$ cat config.mk
export PLATFORM = sky130hd
export DESIGN_NAME = fsp_status
export DESIGN_NICKNAME = d
export VERILOG_FILES = /design/src/design/fsp_pkg.sv /design/src/design/fsp_decode.sv /design/src/design/fsp_status.sv
export SDC_FILE = /design/constraint.sdc
export NUM_CORES = 1
export LEC_CHECK = 0
export BUFFER_PORTS_ARGS = -buffer_cell sky130_fd_sc_hd__buf_2
export CORE_MARGIN = 2
export CORE_UTILIZATION = 40
export DETAILED_ROUTE_END_ITERATION = 10
export GPL_TIMING_DRIVEN = 0
export MAX_ROUTING_LAYER = met4
export PLACE_DENSITY = 0.7
export RECOVER_POWER = 50
export SLEW_MARGIN = 20
export SYNTH_ARGS = -nofsm -noshare
export SYNTH_HDL_FRONTEND = slang
export SYNTH_HIERARCHICAL = 1
export SYNTH_SLANG_ARGS = --single-unit
$ cat constraint.sdc
create_clock -name mclk -period 9.25 [get_ports mclk]
set_input_delay 0.4625 -clock mclk [delete_from_list [all_inputs] [get_ports mclk]]
set_output_delay 0.4625 -clock mclk [all_outputs]
set_load 0.01 [all_outputs]
$ cat src/design/fsp_pkg.sv
package fsp_pkg;
  // Status word low bit positions
  localparam int SL_BUSY = 0;
  localparam int SL_WLATCH = 1;
  localparam int SL_PROT_LO = 2;
  localparam int SL_LOCK_LO = 7;
  // Status word high bit positions
  localparam int SH_LOCK_HI = 0;
  localparam int SH_QUAD = 1;
  localparam int SH_SEC_LO = 2;
  localparam int SH_SEC_HI = 3;
  localparam int SH_DUMMY = 4;
  localparam int SH_CMP = 6;
  localparam int SH_SUSP = 7;
  // Power-up values of the stored bits
  localparam logic [4:0] PROT_RST = 5'h00;
  localparam logic CMP_RST = 1'b0;
  localparam logic [1:0] LOCK_RST = 2'h0;
  // Array and unit geometry
  localparam int ADDR_W = 24;
  localparam logic [23:0] ARRAY_TOP = 24'h0fffff;
  localparam logic [23:0] BLK64 = 24'h010000;
  localparam logic [23:0] SEC4K = 24'h001000;
  // Commands to the protection block
  typedef enum logic [2:0] {
    FSP_OP_NONE = 3'h0,
    FSP_OP_WREN = 3'h1,
    FSP_OP_WRDI = 3'h2,
    FSP_OP_STATUS_WRITE_CMD = 3'h3,
    FSP_OP_PAGE = 3'h4,
    FSP_OP_SECT = 3'h5,
    FSP_OP_B32 = 3'h6,
    FSP_OP_B64 = 3'h7
  } fsp_op_e;
  typedef enum logic [1:0] {
    FSP_IDLE = 2'b00,
    FSP_BUSY = 2'b01
  } fsp_state_e;
endpackage

$ cat src/design/fsp_decode.sv
`timescale 1ns/1ps
// Combinational map of protect field and complement bit to a protected range
module fsp_decode (
  input wire logic [4:0] prot,
  input wire logic cmp,
  output logic [23:0] lo,
  output logic [23:0] hi,
  output logic none
);
  logic [23:0] sz;
  logic [23:0] ulo;
  logic [23:0] uhi;
  logic unone;
  logic uall;
  always_comb begin
    sz = 24'h000000;
    ulo = 24'h000000;
    uhi = fsp_pkg::ARRAY_TOP;
    unone = 1'b0;
    uall = 1'b0;
    // Uncomplemented map first; the complement inverts it
    if (prot[2:0] == 3'h0) begin
      unone = 1'b1;
    end else if (prot[2:1] == 2'h3 || (!prot[4] && prot[2:0] == 3'h5)) begin
      uall = 1'b1;
    end else if (!prot[4]) begin
      sz = fsp_pkg::BLK64 << (prot[2:0] - 3'h1);
      if (prot[3]) uhi = sz - 24'h000001;
      else ulo = fsp_pkg::ARRAY_TOP + 24'h000001 - sz;
    end else begin
      sz = prot[2] ? (fsp_pkg::SEC4K << 3) : (fsp_pkg::SEC4K << (prot[1:0] - 2'h1));
      if (prot[3]) uhi = sz - 24'h000001;
      else ulo = fsp_pkg::ARRAY_TOP + 24'h000001 - sz;
    end
    if (!cmp) begin
      lo = ulo;
      hi = uhi;
      none = unone;
    end else if (unone) begin
      lo = 24'h000000;
      hi = fsp_pkg::ARRAY_TOP;
      none = 1'b0;
    end else if (uall) begin
      lo = 24'h000000;
      hi = 24'h000000;
      none = 1'b1;
    end else if (ulo == 24'h000000) begin
      lo = uhi + 24'h000001;
      hi = fsp_pkg::ARRAY_TOP;
      none = 1'b0;
    end else begin
      lo = 24'h000000;
      hi = ulo - 24'h000001;
      none = 1'b0;
    end
  end
endmodule

$ cat src/design/fsp_status.sv
`timescale 1ns/1ps
// Operation
// Complement: 000 all, 101/11x none
// Complement flips 64KB block ranges
// Complement leaves small top/bottom region
// Low status word bit layout
// High status word bit layout
// Busy high during program/erase/status write
// No write latch rejects writes
// Write latch bit mirrors latch
// Protect field changes via status write
// Hardware protect blocks protect changes
// Refuse program/erase in protected area
// Protect bits survive power cycle; the code reloads PROT_RST into them on por
// Security lock bits one-time set; the code clears them on por
// Select 01 with pin low locks
// Select 10 locks until power cycle
// Complement defaults to zero
// Quad enable repurposes protect, hold pins
// Protection refusal keeps busy low
// Compare aligned full address
module fsp_status #(
  parameter int OP_CYCLES = 16
) (
  input wire logic mclk,
  input wire logic rst,
  input wire logic por,
  input wire logic [2:0] cmd,
  input wire logic cmd_valid,
  input wire logic [23:0] cmd_addr,
  input wire logic [7:0] wr_lo,
  input wire logic [7:0] wr_hi,
  input wire logic suspend_req,
  input wire logic resume_req,
  input wire logic wp_n_pin,
  output logic [7:0] status_word_low,
  output logic [7:0] status_word_high,
  output logic array_go,
  output logic cmd_refused,
  output logic quad_io_enable
);
  // Stored bits model the non-volatile cells; only por restores them
  logic [4:0] prot_r;
  logic cmp_r;
  logic lock_lo_r;
  logic lock_hi_r;
  logic quad_r;
  logic dummy_r;
  logic [1:0] sec_r;
  logic rsv_r;
  logic latch_r;
  logic susp_r;
  logic [15:0] cnt_r;
  logic wp_s1_r;
  logic wp_s2_r;
  fsp_pkg::fsp_state_e st_r;
  logic [23:0] p_lo;
  logic [23:0] p_hi;
  logic p_none;
  logic [23:0] a_lo;
  logic [23:0] a_hi;
  logic hit;
  logic sr_locked;
  logic is_wr;
  logic go_nxt;
  fsp_pkg::fsp_op_e op;

  fsp_decode u_dec (
    .prot(prot_r),
    .cmp(cmp_r),
    .lo(p_lo),
    .hi(p_hi),
    .none(p_none)
  );

  assign op = fsp_pkg::fsp_op_e'(cmd);

  always_comb begin
    a_lo = cmd_addr;
    a_hi = cmd_addr;
    unique case (op)
      fsp_pkg::FSP_OP_SECT: begin
        a_lo = {cmd_addr[23:12], 12'h000};
        a_hi = {cmd_addr[23:12], 12'hfff};
      end
      fsp_pkg::FSP_OP_B32: begin
        a_lo = {cmd_addr[23:15], 15'h0000};
        a_hi = {cmd_addr[23:15], 15'h7fff};
      end
      fsp_pkg::FSP_OP_B64: begin
        a_lo = {cmd_addr[23:16], 16'h0000};
        a_hi = {cmd_addr[23:16], 16'hffff};
      end
      default: begin
        a_lo = {cmd_addr[23:8], 8'h00};
        a_hi = {cmd_addr[23:8], 8'hff};
      end
    endcase
  end

  // Overlap test: any byte of the unit inside the range refuses it
  assign hit = !p_none && (a_lo <= p_hi) && (a_hi >= p_lo);
  assign sr_locked = lock_hi_r || (lock_lo_r && !wp_s2_r);
  assign is_wr = op >= fsp_pkg::FSP_OP_PAGE;
  assign go_nxt = cmd_valid && st_r == fsp_pkg::FSP_IDLE && is_wr && latch_r && !hit;

  // Pin is asynchronous; quad mode makes it data, so protect is off then
  always_ff @(posedge mclk) begin
    wp_s1_r <= wp_n_pin | quad_r;
    wp_s2_r <= wp_s1_r;
  end

  always_ff @(posedge mclk) begin
    if (por) begin
      prot_r <= fsp_pkg::PROT_RST;
      cmp_r <= fsp_pkg::CMP_RST;
      {lock_hi_r, lock_lo_r} <= fsp_pkg::LOCK_RST;
      quad_r <= 1'b0;
      dummy_r <= 1'b0;
      sec_r <= 2'h0;
      rsv_r <= 1'b0;
    end else if (lock_hi_r && !lock_lo_r && rst) begin
      lock_hi_r <= lock_hi_r;
    end else if (cmd_valid && op == fsp_pkg::FSP_OP_STATUS_WRITE_CMD && st_r == fsp_pkg::FSP_IDLE
                 && latch_r && !sr_locked) begin
      prot_r <= wr_lo[6:2];
      lock_lo_r <= wr_lo[fsp_pkg::SL_LOCK_LO];
      lock_hi_r <= wr_hi[fsp_pkg::SH_LOCK_HI];
      quad_r <= wr_hi[fsp_pkg::SH_QUAD];
      dummy_r <= wr_hi[fsp_pkg::SH_DUMMY];
      cmp_r <= wr_hi[fsp_pkg::SH_CMP];
      rsv_r <= wr_hi[5];
      sec_r <= sec_r | wr_hi[fsp_pkg::SH_SEC_HI:fsp_pkg::SH_SEC_LO];
    end
  end

  always_ff @(posedge mclk) begin
    if (rst || por) begin
      latch_r <= 1'b0;
    end else if (cmd_valid && st_r == fsp_pkg::FSP_IDLE) begin
      if (op == fsp_pkg::FSP_OP_WREN) latch_r <= 1'b1;
      else if (op == fsp_pkg::FSP_OP_WRDI) latch_r <= 1'b0;
      else if ((op == fsp_pkg::FSP_OP_STATUS_WRITE_CMD && !sr_locked) || go_nxt) latch_r <= 1'b0;
    end
  end

  // Write cycle timer; the array itself lives outside
  always_ff @(posedge mclk) begin
    if (rst || por) begin
      st_r <= fsp_pkg::FSP_IDLE;
      cnt_r <= 16'h0000;
    end else if (st_r == fsp_pkg::FSP_IDLE) begin
      if (go_nxt || (cmd_valid && op == fsp_pkg::FSP_OP_STATUS_WRITE_CMD && latch_r && !sr_locked)) begin
        st_r <= fsp_pkg::FSP_BUSY;
        cnt_r <= 16'(OP_CYCLES - 1);
      end
    end else if (!susp_r) begin
      if (cnt_r == 16'h0000) st_r <= fsp_pkg::FSP_IDLE;
      else cnt_r <= cnt_r - 16'h0001;
    end
  end

  always_ff @(posedge mclk) begin
    if (rst || por) susp_r <= 1'b0;
    else if (resume_req) susp_r <= 1'b0;
    else if (suspend_req && st_r == fsp_pkg::FSP_BUSY) susp_r <= 1'b1;
  end

  always_ff @(posedge mclk) begin
    if (rst || por) begin
      array_go <= 1'b0;
      cmd_refused <= 1'b0;
    end else begin
      array_go <= go_nxt;
      cmd_refused <= cmd_valid && st_r == fsp_pkg::FSP_IDLE && is_wr && (!latch_r || hit);
    end
  end

  always_ff @(posedge mclk) begin
    if (por) begin
      status_word_low <= 8'h00;
      status_word_high <= 8'h00;
      quad_io_enable <= 1'b0;
    end else begin
      status_word_low <= {lock_lo_r, prot_r, latch_r, st_r == fsp_pkg::FSP_BUSY};
      status_word_high <= {susp_r, cmp_r, rsv_r, dummy_r, sec_r, quad_r, lock_hi_r};
      quad_io_enable <= quad_r;
    end
  end
endmodule

Yosys cells after proc, flatten, opt, wreduce, memory -nomap -nowiden
Index checks and enable logic that the tools add are counted.
Widths: inputs -> output; s select.
Operators by class
  add/sub/neg operators: 9
  order comparisons: 3
  equality and inequality tests: 12
  shift operators: 2
  muxes and demuxes: 38
  bitwise gates (word level): 3
  reduce and logical (&&, ||, !) cells: 43
Operators with widths (number)
  $mux 24: 19
  $pmux 16 s3: 2
  $sub 24x1->24 const B: 3
  $mux 16: 4
  $sub 21x24->24 const A: 2
  $add 24x1->24 const B: 1
  $ge 24x24->1: 1
  $le 24x24->1: 1
  $logic_not 24->1: 1
  $shl 13x2->24 const A: 1
  $shl 17x3->24 const A: 1
  $logic_and 1x1->1: 19
  $logic_not 16->1: 1
  $sub 16x1->16 const B: 1
  $eq 3x3->1 const B: 4
  $mux 1: 9
  $mux 2: 4
  $logic_not 1->1: 7
  $eq 3x2->1 const B: 2
  $logic_or 1x1->1: 6
  $reduce_and 3->1: 2
  $ne 2x1->1 const B: 2
  $reduce_and 2->1: 2
  $eq 3x1->1 const B: 1
  other kinds (14): 14
Storage, ports and cells
  register bits after elaboration: 54
  input bits: 50
  output and inout bits: 19
  word-level logic and storage cells: 129

Depth between registers and ports, before layout
  word-level depth: 22
  depth in mapped cells: 26

Hierarchy
The synthesis kept the hierarchy.
By module, submodules not included
  fsp_status: instances 1, cells an instance 380, area an instance 3046.7 um2, sequential area each 1041.0 um2
  fsp_decode: instances 1, cells an instance 266, area an instance 1760.4 um2, sequential area each 0.0 um2

Least setup slack after synthesis
OpenSTA, ideal clock, no wires.
  kind: register to register
  start point: reg prot_r[1]
  end point: reg cnt_r[12]
  library setup time: 127 ps
  arrival: 5093 ps
  data required time: 9123 ps
  slack: 4030 ps
  cell stages (with the launch flop): 27
  cells stage by stage: dfxtp_1 -> or2_1 -> buf_6 -> ha_1 -> clkbuf_1 -> clkbuf_1 -> nand2b_1 -> ha_1 -> clkbuf_1 -> nor2b_1 -> nor3b_1 -> nor4_1 -> nor2_2 -> nand3_1 -> or3_4 -> buf_6 -> o32ai_1 -> inv_1 -> ha_1 -> a211oi_1 -> nor2_1 -> or3_1 -> o211ai_1 -> a211o_1 -> or2_4 -> buf_6 -> a31oi_1
Between the ends
  elaborated cells between the ends (all ways): 51
  those cells by class: add/sub (8); order compare (2); eq/ne (3); shift (2); mux (25); reduce/logical (11)
RTL lines
  from (decl): RTL line fsp_status.sv:43  | logic [4:0] prot_r;
  from (signal assigned): RTL line fsp_status.sv:115  | prot_r <= fsp_pkg::PROT_RST;
  from (signal assigned): RTL line fsp_status.sv:126  | prot_r <= wr_lo[6:2];
  branches (longest 12 deep; another with $sub 24x1->24)
  $mux 24 *: RTL line fsp_decode.sv:35  | if (!cmp) begin
  named net p_lo[13]: RTL line fsp_status.sv:57  | logic [23:0] p_lo;
  $ge 24x24->1 *: RTL line fsp_status.sv:102  | assign hit = !p_none && (a_lo <= p_hi) && (a_hi >= p_lo);
  $logic_and 1x1->1 *: RTL line fsp_status.sv:102
  $logic_not 1->1 *: RTL line fsp_status.sv:105  | assign go_nxt = cmd_valid && st_r == fsp_pkg::FSP_IDLE && is_wr && latch_r && !hit;
  $logic_and 1x1->1 *: RTL line fsp_status.sv:105
  $logic_or 1x1->1 *: RTL line fsp_status.sv:153  | if (go_nxt || (cmd_valid && op == fsp_pkg::FSP_OP_STATUS_WRITE_CMD && latch_r && !sr_locked)) begin
  $ne 2x2->1 (no line) *
  $reduce_and 3->1 (no line) *
  to (signal assigned): RTL line fsp_status.sv:155  | cnt_r <= 16'(OP_CYCLES - 1);
  to (signal assigned): RTL line fsp_status.sv:159  | else cnt_r <= cnt_r - 16'h0001;
  to (decl): RTL line fsp_status.sv:53  | logic [15:0] cnt_r;
Mark *: on every way through the listed nets, which the timed path passes.
A chain may end at the register's enable or synchronous reset.

Final worst setup path
  start point: reg prot_r[1]
  end point: reg cnt_r[11]
The elaborated chain is that of the path after synthesis.

==> reports/qor.yml <==
sta:
  fin_crit_ns: 6.25
  setup_viol: 0
  setup_slack_ns: 3.00
  fin_skew_ns: 0.00650
  clock.fmax_ghz: 0.160
  worst_slew_pin_slew_ns: 0.751
  maxSlewHeadroom_pct: 49.4
  slew_violations: 0
  fin_setup_tns_ns: 0
  min_period_over_period_pct: 67.5
  hold_slack_ns: 0.336
  rsz0062_at_grt: "false"
  finalHoldViolCount: 0
detailed_routing:
  drtIter0Drc: 245
  drt.antenna.violating_nets: 0
  vias: 4667
  wirelength_um: 12000
  remaining_drc_errors: 0
  wl_per_cell_um: 13.9
  vias_per_cell: 5.37
  first_pass_iters: 5
power_and_ir_drop:
  p_total_mw: 0.454
  power_leakage_nw: 2.29
  ir_drop_uv: 112
  powerDensity_nw_per_um2: 83.5
worst_setup_path:
  cp.arrival_ns: 6.42
  worstSetupPathType: "reg2reg"
  critPathCaptureType: "register"
  required_ns: 9.42
  slowest_stage: "a221oi_1"
  cp-start-kind: "register"
  reg2reg_from: "prot_r[1]"
  slowest_delay_ns: 0.58
  cp_max_fo: 10
  startpoint: "prot_r[1]"
global_route:
  antenna_found_initial: 0
  grt_pass1_wl_um: 20200
  grt_pass1_vias: 4191
  gr-total-overflow: 0
  grt_max_degree: 16
  grtUsageTotal_pct: 19.3
clock_network:
  numCtsBuffers: 5
  tritoncts: "built"
  clk_pin_slew_ns: 0.06
  hold_buffers: 0
  htreeDepth: 2
  clockBufferDepth: 2
  post-cts-setup-buffers: 0
  post_cts_resized: 0
  clkSinkCount: 52
  clk_root_buffer_cell: "clkbuf_16"
  clk_latency_ns: 0.29
place:
  io_buffers: 57
  placedCellCount: 861
  gp_congestion: 0.926
  dp_hpwl_um: 9500
  preCtsSetupSlack_ns: 3.08
yosys:
  synth_edf_count: 0
  synthFlopType: "dfxtp_1"
  syn_area_per_cell_um2: 7.44
  async_flop_share_pct: 0
  syn_inst: 646
  synth_seq_cells: 52
  synth_top_cell_by_area: "dfxtp_1"
  ys_seq_area_share_pct: 21.7
  ys_warn_count: 6
  ys_types: 77
  synth_area_leaders: "dfxtp_1, ha_1, nand2_1, a21oi_1, buf_4"
  netlist.area_leader.share_pct: 21.7
  netlist_area_um2: 4810
status:
  status: "completed"
die:
  fp.coreArea_um2: 11900
  initial_utilization_pct: 40.5
  die-area_um2: 12900
  fp-row-count: 40
  ios: 69
  chipWidth_um: 114
  die_h_um: 114
cells_and_area:
  mostFrequentLayoutCells: "nand2_1, dfxtp_1, a21oi_1"
  fin_cells: 869
  drive_above_1_share_pct: 15.1
  area_delta_synth_final_pct: 13.1
  antenna_cells: 0
  nFillCells: 1211
  finalNetCount: 813
  final_common_cell: "nand2_1"
min_path:
  hold_path.class: "in2reg"
  worstHoldStart: "resume_req"
run:
  maxCapViolCount: 0
[metrics by stage]
stage / utilization [%] / cell area (µm²)
2_1_floorplan: - / 4850
3_3_place_gp: 44.8 / 5320
5_1_grt: 45.9 / 5440
4_1_cts: 46.1 / 5460
6_report: 45.9 / 5440
3_5_place_dp: 44.8 / 5320
[area by class of cell]
class | count | area, µm² | share of cell area [%]
clock buffer | 8 | 146 | 2.69
buffer | 54 | 342 | 6.28
multi-input combinational | 505 | 3290 | 60.5
sequential | 52 | 1040 | 19.1
inverter | 46 | 173 | 3.17
tap | 147 | 184 | 3.38
timing repair buffer | 57 | 260 | 4.78
[synth_stat cells, drive strengths merged, types with 4 or more instances]
master  count
o22ai      10
nand2      74
a211oi      4
dfxtp      52
o31a        4
ha         42
nand2b     13
buf        38
nor2       44
nand4      10
inv        45
nand3      17
nor3       17
nor3b       4
o31ai       5
a22oi       5
a21oi      46
o211ai      8
clkbuf     16
xor2       10
or3        12
or2         4
o21ai      42
nor4        7
and2       12
a31oi      15
nor2b      27
xnor2      11
[routing by layer]
| layer | up-vias | track usage (%) | wire length (µm) |
|---|---|---|---|
| li1 | 2401 | - | - |
| met1 | 2123 | 27.2 | 5950 |
| met2 | 134 | 30.9 | 5340 |
| met3 | 9 | 1.43 | 651 |
| met4 | 0 | 3.90 | 102 |
| met5 | - | - | 0 |
[critical path: cells and delay by family (launching register included)]
kind	cells	cell delay (ns)
simple gates	11	2.49
buf+inv	7	1.51
compound gates	4	1.04
fa+ha+maj	3	0.68
flops	1	0.40
[power by group]
| part | internal [mW] | switching (mW) | total (mW) |
|---|---|---|---|
| clock network | 0.108 | 0.0763 | 0.184 |
| registers | 0.225 | 0.000389 | 0.225 |
| logic | 0.0212 | 0.0235 | 0.0447 |
| total | 0.354 | 0.100 | 0.454 |
[final timing paths]
path / endpoint / slack, ns / cells past startpoint
worst min-delay path: susp_r / 0.34 / 2
worst min register to register: wp_s2_r / 0.34 / 0
worst max register to register: cnt_r[11] / 3.00 / 25
worst max-delay path: cnt_r[11] / 3.00 / 25
[flip-flops by register name (all words and copies together), names as in the netlist, 2 cells and up]
register          count
cnt_r                16
status_word_high      8
status_word_low       8
prot_r                5
sec_r                 2
[cells by family (layout without fill, tap and decap cells)]
| family | count (synthesis) | count (layout) | synth area share, % |
|---|---|---|---|
| buffers and inverters | 100 | 165 | 10.7 |
| AND/OR/NAND/NOR | 258 | 258 | 28.6 |
| multiplexers | 4 | 4 | 0.885 |
| adder cells (fa/ha/maj) | 42 | 42 | 10.9 |
| XOR/XNOR | 21 | 21 | 3.83 |
| flip-flops | 52 | 52 | 21.7 |
| other | 1 | 12 | 0.0780 |
| AO/OA/AOI/OAI | 168 | 168 | 23.3 |
No activity file was read; power rests on OpenSTA's default activity.
